$ cat src/fault_sup_pkg.sv
package fault_sup_pkg;
  localparam int NUM_OUT = 2;
  localparam int TRIP_SEL_W = 3;
  localparam int DELAY_SEL_W = 2;
  localparam int DELAY_CNT_W = 16;
  localparam int CLK_NS = 100;
  // Low trip delay figures in microseconds, per selection code
  localparam int LOW_DELAY_US0 = 150;
  localparam int LOW_DELAY_US1 = 10;
  localparam int LOW_DELAY_US2 = 1000;
  localparam int LOW_DELAY_US3 = 2000;
  localparam logic [DELAY_CNT_W-1:0] LOW_DELAY_CYC0 = DELAY_CNT_W'((LOW_DELAY_US0 * 1000 + CLK_NS - 1) / CLK_NS);
  localparam logic [DELAY_CNT_W-1:0] LOW_DELAY_CYC1 = DELAY_CNT_W'((LOW_DELAY_US1 * 1000 + CLK_NS - 1) / CLK_NS);
  localparam logic [DELAY_CNT_W-1:0] LOW_DELAY_CYC2 = DELAY_CNT_W'((LOW_DELAY_US2 * 1000 + CLK_NS - 1) / CLK_NS);
  localparam logic [DELAY_CNT_W-1:0] LOW_DELAY_CYC3 = DELAY_CNT_W'((LOW_DELAY_US3 * 1000 + CLK_NS - 1) / CLK_NS);
  // Status word field positions
  localparam int ST_OVERTEMP = 0;
  localparam int ST_OVERVOLT = 1;
  localparam int ST_UNDERVOLT = 2;
  localparam int ST_OPENLOAD = 3;
  localparam int ST_OCF = 4;
  localparam int ST_W = 8;
  localparam logic [ST_W-1:0] ST_RESET = 8'h00;
  localparam logic [TRIP_SEL_W-1:0] TRIP_LOW_DEFAULT = 3'h0;
  localparam logic HIGH_TRIP_DEFAULT = 1'h0;
  localparam logic [DELAY_SEL_W-1:0] DELAY_DEFAULT = 2'h0;
endpackage : fault_sup_pkg

$ cat src/fault_sup_if.sv
`timescale 1ns/1ns
`default_nettype none
interface fault_sup_if;
  import fault_sup_pkg::*;
  logic cmdOn;
  logic enable;
  logic overTemp;
  logic openLoad;
  logic lowHit;
  logic highHit;
  logic [DELAY_SEL_W-1:0] delaySel;
  logic blocked;
  logic ocLatched;
  logic otEvent;
  logic olEvent;
  logic ocEvent;
  modport top (output cmdOn, enable, overTemp, openLoad, lowHit, highHit, delaySel,
               input blocked, ocLatched, otEvent, olEvent, ocEvent);
  modport chan (input cmdOn, enable, overTemp, openLoad, lowHit, highHit, delaySel,
                output blocked, ocLatched, otEvent, olEvent, ocEvent);
endinterface : fault_sup_if
`default_nettype wire

$ cat src/dual_switch_fault_supervisor.sv
// Contract
// - Missing logic supply clears configuration; outputs still follow direct inputs.
// - Without logic supply, voltage, thermal, current protections run with defaults.
// - Fault indicator goes low on any thermal, load, current or voltage fault.
// - Indicator self-releases when fault clears, except over-current and latched under-voltage.
// - Fault flags held, reported in first valid serial transfer, cleared by it; a read reports the statusSel output only but clears flags of both.
// - Over-temperature detection active only while the output is commanded on.
// - Over-temperature turns output off until cooled; repeats while commanded on.
// - Over-temperature flag stays set until valid read or power reset.
// - Over-voltage holds output off; flag in bit one, cleared by read or reset.
// - A configuration bit disables over-voltage action and its flag.
// - Supply below threshold turns output off, indicator low, under-voltage flag set.
// - Recovery with command off releases indicator; flag stays until next read.
// - Recovery with command on keeps output off until commanded off then on.
// - Under-voltage disable hides reporting; output off only below reset-level supply.
// - Open load detected only while output off, latched once gate is off.
// - Open load flag clears on read once the condition has gone.
// - Eight low and two high trip levels, one of each monitored together.
// - Low trip held beyond programmed delay latches the output off.
// - High trip latches the output off at once, ignoring the delay.
// - Latched output stays off until commanded off then on.
// - Output command counts as on if direct input requests on, or serial bit does while logic supply is present.
`timescale 1ns/1ns
`default_nettype none
module dual_switch_fault_supervisor #(
  parameter int NOUT = fault_sup_pkg::NUM_OUT
) (
  input wire logic mclk,
  input wire logic rst_n,
  input wire logic logicSupplyOk,
  input wire logic [NOUT-1:0] direct_output_inputs,
  input wire logic [NOUT-1:0] serialOnCmd,
  input wire logic overvoltage_disable,
  input wire logic undervoltage_disable,
  input wire logic open_load_disable,
  input wire logic [fault_sup_pkg::TRIP_SEL_W-1:0] low_current_trip_level [NOUT],
  input wire logic [NOUT-1:0] high_current_trip_level,
  input wire logic [fault_sup_pkg::DELAY_SEL_W-1:0] low_trip_delay [NOUT],
  input wire logic [NOUT-1:0] overTempSense,
  input wire logic [NOUT-1:0] openLoadSense,
  input wire logic [NOUT-1:0] lowTripSense [8],
  input wire logic [NOUT-1:0] highTripSense [2],
  input wire logic overVoltSense,
  input wire logic underVoltSense,
  input wire logic belowResetSense,
  input wire logic [NOUT-1:0] statusSel,
  input wire logic readStrobe,
  output logic [NOUT-1:0] outputEnable,
  output logic fault_indicator_n,
  output logic [fault_sup_pkg::ST_W-1:0] statusWord
);
  import fault_sup_pkg::*;

  typedef struct packed {
    logic [NOUT-1:0] en;
    logic faultN;
    logic [ST_W-1:0] status;
    logic [NOUT-1:0] otFlag;
    logic [NOUT-1:0] olFlag;
    logic [NOUT-1:0] ocFlag;
    logic ovFlag;
    logic uvFlag;
    logic uvLatch;
    logic [NOUT-1:0] cmdPrev;
  } top_t;

  top_t st_r;
  top_t st_nxt;

  ////////////////////////////////////////////////////////////////////////////
  // Effective configuration, defaults when logic supply is lost
  logic ovDis;
  logic uvDis;
  logic olDis;
  logic [NOUT-1:0] cmdOn;
  logic [NOUT-1:0] lowHit;
  logic [NOUT-1:0] highHit;
  logic [NOUT-1:0] blocked;
  logic [NOUT-1:0] ocLatched;
  logic [NOUT-1:0] otEv;
  logic [NOUT-1:0] olEv;
  logic [NOUT-1:0] ocEv;

  always_comb begin
    ovDis = logicSupplyOk ? overvoltage_disable : 1'b0;
    uvDis = logicSupplyOk ? undervoltage_disable : 1'b0;
    olDis = logicSupplyOk ? open_load_disable : 1'b0;
    cmdOn = direct_output_inputs | (logicSupplyOk ? serialOnCmd : '0);
    for (int i = 0; i < NOUT; i++) begin
      // One low and one high level selected per output
      lowHit[i] = lowTripSense[logicSupplyOk ? low_current_trip_level[i] : TRIP_LOW_DEFAULT][i];
      highHit[i] = highTripSense[logicSupplyOk ? high_current_trip_level[i] : HIGH_TRIP_DEFAULT][i];
    end
  end

  ////////////////////////////////////////////////////////////////////////////
  genvar g;
  generate
    for (g = 0; g < NOUT; g++) begin : gChan
      fault_sup_if cif ();
      assign cif.cmdOn = cmdOn[g];
      assign cif.enable = st_r.en[g];
      assign cif.overTemp = overTempSense[g];
      assign cif.openLoad = openLoadSense[g] && !olDis;
      assign cif.lowHit = lowHit[g];
      assign cif.highHit = highHit[g];
      assign cif.delaySel = logicSupplyOk ? low_trip_delay[g] : DELAY_DEFAULT;
      assign blocked[g] = cif.blocked;
      assign ocLatched[g] = cif.ocLatched;
      assign otEv[g] = cif.otEvent;
      assign olEv[g] = cif.olEvent;
      assign ocEv[g] = cif.ocEvent;
      out_channel uChan (
        .mclk(mclk),
        .rst_n(rst_n),
        .ch(cif.chan)
      );
    end
  endgenerate

  ////////////////////////////////////////////////////////////////////////////
  logic ovActive;
  logic uvActive;
  logic [NOUT-1:0] rise;
  logic [ST_W-1:0] selStatus;

  always_comb begin
    st_nxt = st_r;
    ovActive = overVoltSense && !ovDis;
    uvActive = underVoltSense && !uvDis;
    rise = cmdOn & ~st_r.cmdPrev;
    st_nxt.cmdPrev = cmdOn;
    // Under-voltage with any output commanded on latches until toggled
    if (uvActive && |cmdOn) begin
      st_nxt.uvLatch = 1'b1;
    end else if (!underVoltSense && |rise) begin
      st_nxt.uvLatch = 1'b0;
    end else if (uvDis) begin
      st_nxt.uvLatch = 1'b0;
    end
    for (int i = 0; i < NOUT; i++) begin
      st_nxt.en[i] = cmdOn[i] && !blocked[i] && !ovActive && !uvActive && !st_r.uvLatch
                     && !belowResetSense;
    end
    // Status snapshot for the selected output
    selStatus = ST_RESET;
    for (int i = 0; i < NOUT; i++) begin
      if (statusSel[i]) begin
        selStatus[ST_OVERTEMP] = st_r.otFlag[i];
        selStatus[ST_OPENLOAD] = st_r.olFlag[i];
        selStatus[ST_OCF] = st_r.ocFlag[i];
      end
    end
    selStatus[ST_OVERVOLT] = st_r.ovFlag;
    selStatus[ST_UNDERVOLT] = st_r.uvFlag;
    // Read clears flags; a set in the same cycle wins
    if (readStrobe) begin
      st_nxt.status = selStatus;
      st_nxt.otFlag = '0;
      st_nxt.olFlag = '0;
      st_nxt.ocFlag = '0;
      st_nxt.ovFlag = 1'b0;
      st_nxt.uvFlag = 1'b0;
    end
    st_nxt.otFlag = st_nxt.otFlag | otEv;
    st_nxt.olFlag = st_nxt.olFlag | olEv;
    st_nxt.ocFlag = st_nxt.ocFlag | ocEv;
    st_nxt.ovFlag = st_nxt.ovFlag | ovActive;
    st_nxt.uvFlag = st_nxt.uvFlag | uvActive;
    st_nxt.faultN = !(|otEv || |olEv || |ocLatched || ovActive || uvActive || st_r.uvLatch);
  end

  always_ff @(posedge mclk or negedge rst_n) begin
    if (!rst_n) begin
      st_r <= '0;
      st_r.faultN <= 1'b1;
    end else begin
      st_r <= st_nxt;
    end
  end

  assign outputEnable = st_r.en;
  assign fault_indicator_n = st_r.faultN;
  assign statusWord = st_r.status;
endmodule : dual_switch_fault_supervisor
`default_nettype wire

$ cat src/out_channel.sv
`timescale 1ns/1ns
`default_nettype none
module out_channel (
  input wire logic mclk,
  input wire logic rst_n,
  fault_sup_if.chan ch
);
  import fault_sup_pkg::*;

  typedef struct packed {
    logic ocLatch;
    logic otOff;
    logic cmdPrev;
    logic [DELAY_CNT_W-1:0] cnt;
  } chan_t;

  chan_t st_r;
  chan_t st_nxt;

  function automatic logic [DELAY_CNT_W-1:0] delayCycles(input logic [DELAY_SEL_W-1:0] sel);
    unique case (sel)
      2'h0: delayCycles = LOW_DELAY_CYC0;
      2'h1: delayCycles = LOW_DELAY_CYC1;
      2'h2: delayCycles = LOW_DELAY_CYC2;
      2'h3: delayCycles = LOW_DELAY_CYC3;
    endcase
  endfunction : delayCycles

  ////////////////////////////////////////////////////////////////////////////
  always_comb begin
    st_nxt = st_r;
    st_nxt.cmdPrev = ch.cmdOn;
    // Off-to-on command edge rearms a latched output
    if (ch.cmdOn && !st_r.cmdPrev) begin
      st_nxt.ocLatch = 1'b0;
    end
    // Thermal cycling only while commanded on
    st_nxt.otOff = ch.cmdOn && ch.overTemp;
    if (ch.enable && ch.lowHit && !st_r.ocLatch) begin
      if (st_r.cnt >= delayCycles(ch.delaySel)) begin
        st_nxt.ocLatch = 1'b1;
      end else begin
        st_nxt.cnt = st_r.cnt + DELAY_CNT_W'(1);
      end
    end else begin
      st_nxt.cnt = '0;
    end
    if (ch.enable && ch.highHit) begin
      st_nxt.ocLatch = 1'b1;
    end
  end

  always_ff @(posedge mclk or negedge rst_n) begin
    if (!rst_n) begin
      st_r <= '0;
    end else begin
      st_r <= st_nxt;
    end
  end

  assign ch.ocLatched = st_r.ocLatch;
  assign ch.blocked = st_r.ocLatch || st_r.otOff;
  assign ch.otEvent = st_r.otOff;
  assign ch.ocEvent = st_r.ocLatch;
  // Open load only looked at while output is off
  assign ch.olEvent = !ch.enable && ch.openLoad;
endmodule : out_channel
`default_nettype wire

$ cat config.mk
export PLATFORM = sky130hd
export DESIGN_NAME = dual_switch_fault_supervisor
export DESIGN_NICKNAME = d
export VERILOG_FILES = /design/src/fault_sup_pkg.sv /design/src/fault_sup_if.sv /design/src/dual_switch_fault_supervisor.sv /design/src/out_channel.sv
export SDC_FILE = /design/constraint.sdc
export NUM_CORES = 1
export LEC_CHECK = 0
export ABC_AREA = 1
export BUFFER_PORTS_ARGS = -buffer_cell sky130_fd_sc_hd__buf_2
export CAP_MARGIN = 25
export CORE_MARGIN = 2
export CORE_UTILIZATION = 35
export DETAILED_ROUTE_END_ITERATION = 16
export PLACE_DENSITY = 0.51
export RECOVER_POWER = 25
export SYNTH_ARGS = -nofsm -noshare
export SYNTH_HDL_FRONTEND = slang
export SYNTH_HIERARCHICAL = 1
export SYNTH_SLANG_ARGS = --single-unit
$ cat constraint.sdc
create_clock -name mclk -period 2.5 [get_ports mclk]
set_clock_uncertainty 0.2 [all_clocks]
set_input_delay 0.375 -clock mclk [delete_from_list [all_inputs] [get_ports mclk]]
set_output_delay 0.375 -clock mclk [all_outputs]
set_load 0.01 [all_outputs]
Word level (Yosys, flattened, before mapping)
Index checks and enable logic that the tools add are counted.

storage, ports and cells
  bits in registers = 57
  input bits = 52
  output and inout port bits = 11
  logic and storage cells = 152

cells by class
  $add $sub $neg = 2
  magnitude comparators = 6
  equal/unequal tests = 8
  mux-type cells = 46
  bitwise gates (word level) = 12
  reduce and logical (&&, ||, !) cells = 60

operators with widths
  operator                 number
  $pmux W16 S4             2
  $mux W16                 6
  $add A16 B1 Y16 const B  2
  $ge A16 B16 Y1           2
  $logic_and A1 B1 Y1      28
  $mux W1                  23
  $mux W2                  10
  $logic_not A1 Y1         17
  $bmux W2 S3              2
  $reduce_or A2 Y1         5
  $eq A2 B2 Y1 const B     4
  $ge A4 B4 Y1 const B     2
  $mux W8                  1
  $not A3 Y4               2
  $or A2 B2 Y2             4
  $logic_or A1 B1 Y1       7
  $mux W3                  2
  $eq A2 B1 Y1 const B     2
  $ge A2 B2 Y1 const B     2
  $logic_not A2 Y1         2
  $ne A2 B2 Y1 const B     2
  $not A1 Y2               2
  $reduce_bool A3 Y1       1
  $and A2 B2 Y2            1
  2 further kinds          3

Depth between registers and ports, before layout
  word-level depth = 12
  mapped depth = 17
  gate-level depth less buffers = 14

Cells and area by module
The synthesis kept the hierarchy.

modules (own cells, without submodules)
  module                        times used  cells each  area an instance (um2)  sequential area each (um2)
  out_channel (gChan[1].uChan)  1           245         1594.0                  475.5
  out_channel (gChan[0].uChan)  1           238         1571.5                  475.5
  dual_switch_fault_supervisor  1           169         1212.4                  476.7

Worst setup path after synthesis
Ideal clock, no wire load.

  kind = in2reg
  from = input port logicSupplyOk
  to = register gChan[0].uChan/st_r[13] (netlist name)
  library setup time = 0.117 ns
  data arrival time = 1.994 ns
  required time = 2.183 ns
  slack = 0.189 ns
  stages on the path = 17
  cell sequence = buf_6 buf_4 nand2_1 inv_1 inv_1 nand2_1 ha_1 nand2_1 nor2_1 nand3_1 nand2_1 nand2_1 nand2_4 nand2_4 buf_8 nand2_1 nand2_1

RTL lines
  item                                        line                                 RTL
  from (decl)                                 dual_switch_fault_supervisor.sv:30   input wire logic logicSupplyOk,
  $mux W2 (*)                                 dual_switch_fault_supervisor.sv:107  assign cif.delaySel = logicSupplyOk ? low_trip_delay[g] : DELAY_DEFAULT;
  net gChan[0].cif.delaySel[1]                fault_sup_if.sv:11                   logic [DELAY_SEL_W-1:0] delaySel;
  $eq A2 B2 Y1, or another cell as far along  out_channel.sv:21                    unique case (sel)
  $pmux W16 S4 (*)                            out_channel.sv:21
  $mux W16 (*)                                out_channel.sv:39                    if (ch.enable && ch.lowHit && !st_r.ocLatch) begin
  $ge A16 B16 Y1 (*)                          out_channel.sv:40                    if (st_r.cnt >= delayCycles(ch.delaySel)) begin
  $ne A2 B2 Y1 (no line) (*)                  --
  to (signal assigned)                        out_channel.sv:57                    st_r <= st_nxt;
  to (decl)                                   out_channel.sv:17                    chan_t st_r;

The timed path passes the listed nets; every way through them passes the cells marked *. The select of a mux whose other input is x is not followed.
A chain may end at the register's enable or synchronous reset.

Final worst setup path
  from = input port logicSupplyOk
  to = register gChan[0].uChan/st_r[4] (netlist name)

Same word-level chain as after synthesis.

==> reports/results.txt <==
RSZ-0062 raised after global routing: no
number of global-route vias before repair: 3833
synth warn: 6
Final Net Count: 784
dominant cells by area after synthesis: dfrtp_1 (32%), nand2_1 (18%), ha_1 (8.0%)
Worst Hold Class: primary input to register
grt ovf: 0
Clock Power Share: 0.470
slew margin rel.: 0.0851
Internal: 1.73 mW
CP Capture Type: register
WS Path Type: primary input to register
post-cts sizing count: 0
min Tclk post-route: 2.17 ns
VDD IR max: 340 uV
antenna viol nets, final: 0
drt initial violations: 160
largest net degree at the start of global routing: 24
initial antenna violation count: 0
Ant. Diodes: 0
vias per std cell: 4.61
Max Cap Viol: 0
Pins Over Slew Limit: 0
Area growth syn-to-layout: 14.9%
site row count: 40
via count: 4042
P_sw: 611 uW
status: finished clean
clk_lat worst skew: 0.33 ns
switching fraction of total power: 0.261
design area: 5030 um2
Seq/Total Area, Yosys: 0.326
GRT Total Usage: 0.174
layout cell share with drive strength beyond 1: 0.140
Root Driver: clkbuf_16
Setup TNS: 0 ns
hold depth: 3
final wirelength: 11.0 mm
Pre-antenna DRT Iters: 4
placement-stage cell area: 4750 um2
CTS Buf Count: 9
Worst Path Max Fanout: 17
multi-input logic area: 2420 um2
commonest non-fill, non-tap cell in the layout: nand2_1
Seq. cell area: 1430 um2
post-DP HPWL: 8.48 mm
core box area: 12100 um2
most frequent cells in the layout: nand2_1 (210), inv_1 (86), nor2_1 (76)
register share of total power: 0.422
Mapped Area: 4380 um2
period utilization: 0.867
synth unique cells: 30
worst endpoint required time: 2.51 ns
CTS H-Tree Depth: 3
DRC: 0
Slew @ Worst Pin: 1.37 ns
syn_area_per_cell: 6.71 um2
Worst-path clk slew: 0.05 ns
post-CTS setup buffer count: 0
CTS tree: yes
Pwr Density: 465 nW/um2
worst-case reg-to-reg path depth: 10
fill cell count: 1276
setup violators final: 0
Avg WL per Cell: 12.5 um
Data arrival, critical path: 2.18 ns
die area: 13400 um2
Initial Utilization: 0.361
Peak Freq: 461 MHz
Comb power frac: 0.109
IO Port Bufs: 59
Fin. Hold Viols: 0
Die W: 116 um
top cell type's share of synthesized area: 0.320
clk sinks: 57
Startpoint Class: primary input
die height: 116 um
first-pass GRT wire length: 18.4 mm
static leakage: 2.64 nW
Cells after Synth: 652
largest area contributor in the netlist: dfrtp_1
GPL Wtd Cong: 0.828
Yosys reg bits: 57
I/O Pins: 63
Max clock buf depth: 2
## cell type report
cell class,count,share of cell area
clock buffer,9,0.0448
clock inverter,7,0.00945
inverter,86,0.0642
multi-input combinational,482,0.481
sequential,57,0.284
tap,168,0.0418
timing repair buffer,68,0.0749
## worst max-delay path, cell delays in order
cell,delay (ns)
buf_2,0.17
nand2_1,0.08
inv_1,0.08
inv_1,0.11
nand2_1,0.09
ha_1,0.30
nand2_1,0.07
nor2_1,0.13
nand3_1,0.09
nand2_1,0.08
nand2_1,0.09
nand2_4,0.20
nand2_4,0.16
nand2_1,0.09
nand2_1,0.05
## cell usage after synthesis (all sizes together)
cell type  count
buf           26
a21oi         15
nand2        219
nor3           7
a21boi         2
a31oi          5
ha            28
clkbuf         3
nor2          79
conb           1
xor2           7
inv           86
and3           2
nand4         18
dfstp          1
nand3         66
dfrtp         56
o21ai         12
or2            5
o21bai        14
## metal layers
layer | up-vias | GRT usage | part of all wire
met4 | 0 | 0.0413 | 0.012
met5 | - | 0 | 0
li1 | 2147 | - | -
met2 | 45 | 0.295 | 0.47
met3 | 9 | 0.0382 | 0.022
met1 | 1841 | 0.227 | 0.49
## metrics by stage
step / utilization / total power, mW / setup WS [ns] / hold WS (ns) / cells
global placement: 0.392 / 1.25 / 0.0592 / 0.193 / 860
floorplan: - / 1.17 / 0.189 / -0.121 / 654
detailed placement: 0.392 / 1.26 / 0.0123 / 0.197 / 860
global route: 0.415 / 2.45 / 0.0616 / 0.0521 / 877
finish: 0.415 / 2.34 / 0.333 / 0.0415 / 877
CTS: 0.415 / 2.37 / 0.354 / 0.0320 / 877
## state kept, by name, summed over array words and instances (netlist names)
register / cells
fault_indicator_n: 1
gChan.uChan/ch.otEvent: 2
gChan.uChan/ch.ocEvent: 2
st_r: 9
selStatus: 2
statusWord: 5
gChan.uChan/st_r: 34
outputEnable: 2
## repair_timing
| item | in CTS | in global routing |
|---|---|---|
| hold endpoints to repair | 21 | 0 |
| setup endpoints to repair | 0 | 0 |
| hold buffers | 1 | 0 |
## power groups by stage
stage               Combinational (mW)  Sequential (mW)  Clock, mW
floorplan                        0.173            0.994          0
global placement                 0.250             1.00          0
detailed placement               0.254             1.00          0
CTS                              0.257            0.987       1.12
global route                     0.290            0.991       1.17
finish                           0.254            0.987       1.10
## path summary, 6_finish.rpt
check,startpoint,end,slack (ns)
worst max-delay path,logicSupplyOk,gChan[0].uChan/st_r[4]$_DFFE_PN0P_,0.33
worst min-delay path,overTempSense[1],gChan[1].uChan/ch.otEvent$_DFF_PN0_,0.04
worst max register to register,gChan[0].uChan/st_r[6]$_DFFE_PN0P_,gChan[0].uChan/st_r[4]$_DFFE_PN0P_,0.43
worst min register to register,st_r[2]$_DFFE_PN0P_,fault_indicator_n$_DFF_PN1_,0.20
max in group asynchronous,rst_n,outputEnable[1]$_DFF_PN0_,0.43
min in group asynchronous,rst_n,st_r[0]$_DFF_PN0_,0.69
## kinds of logic (layout without fill, tap and decap cells)
| family | Yosys count | after routing | share of synthesized area |
|---|---|---|---|
| adders and majority gates | 28 | 28 | 0.0800 |
| other | 1 | 3 | 0.000857 |
| and+or+nand+nor | 396 | 396 | 0.391 |
| DFF | 57 | 57 | 0.326 |
| AOI/OAI and AO/OA | 48 | 48 | 0.0654 |
| xor gates and xnor gates | 7 | 7 | 0.0140 |
| buffers and inverters | 115 | 170 | 0.123 |
Power figures use the tool's default switching activity.
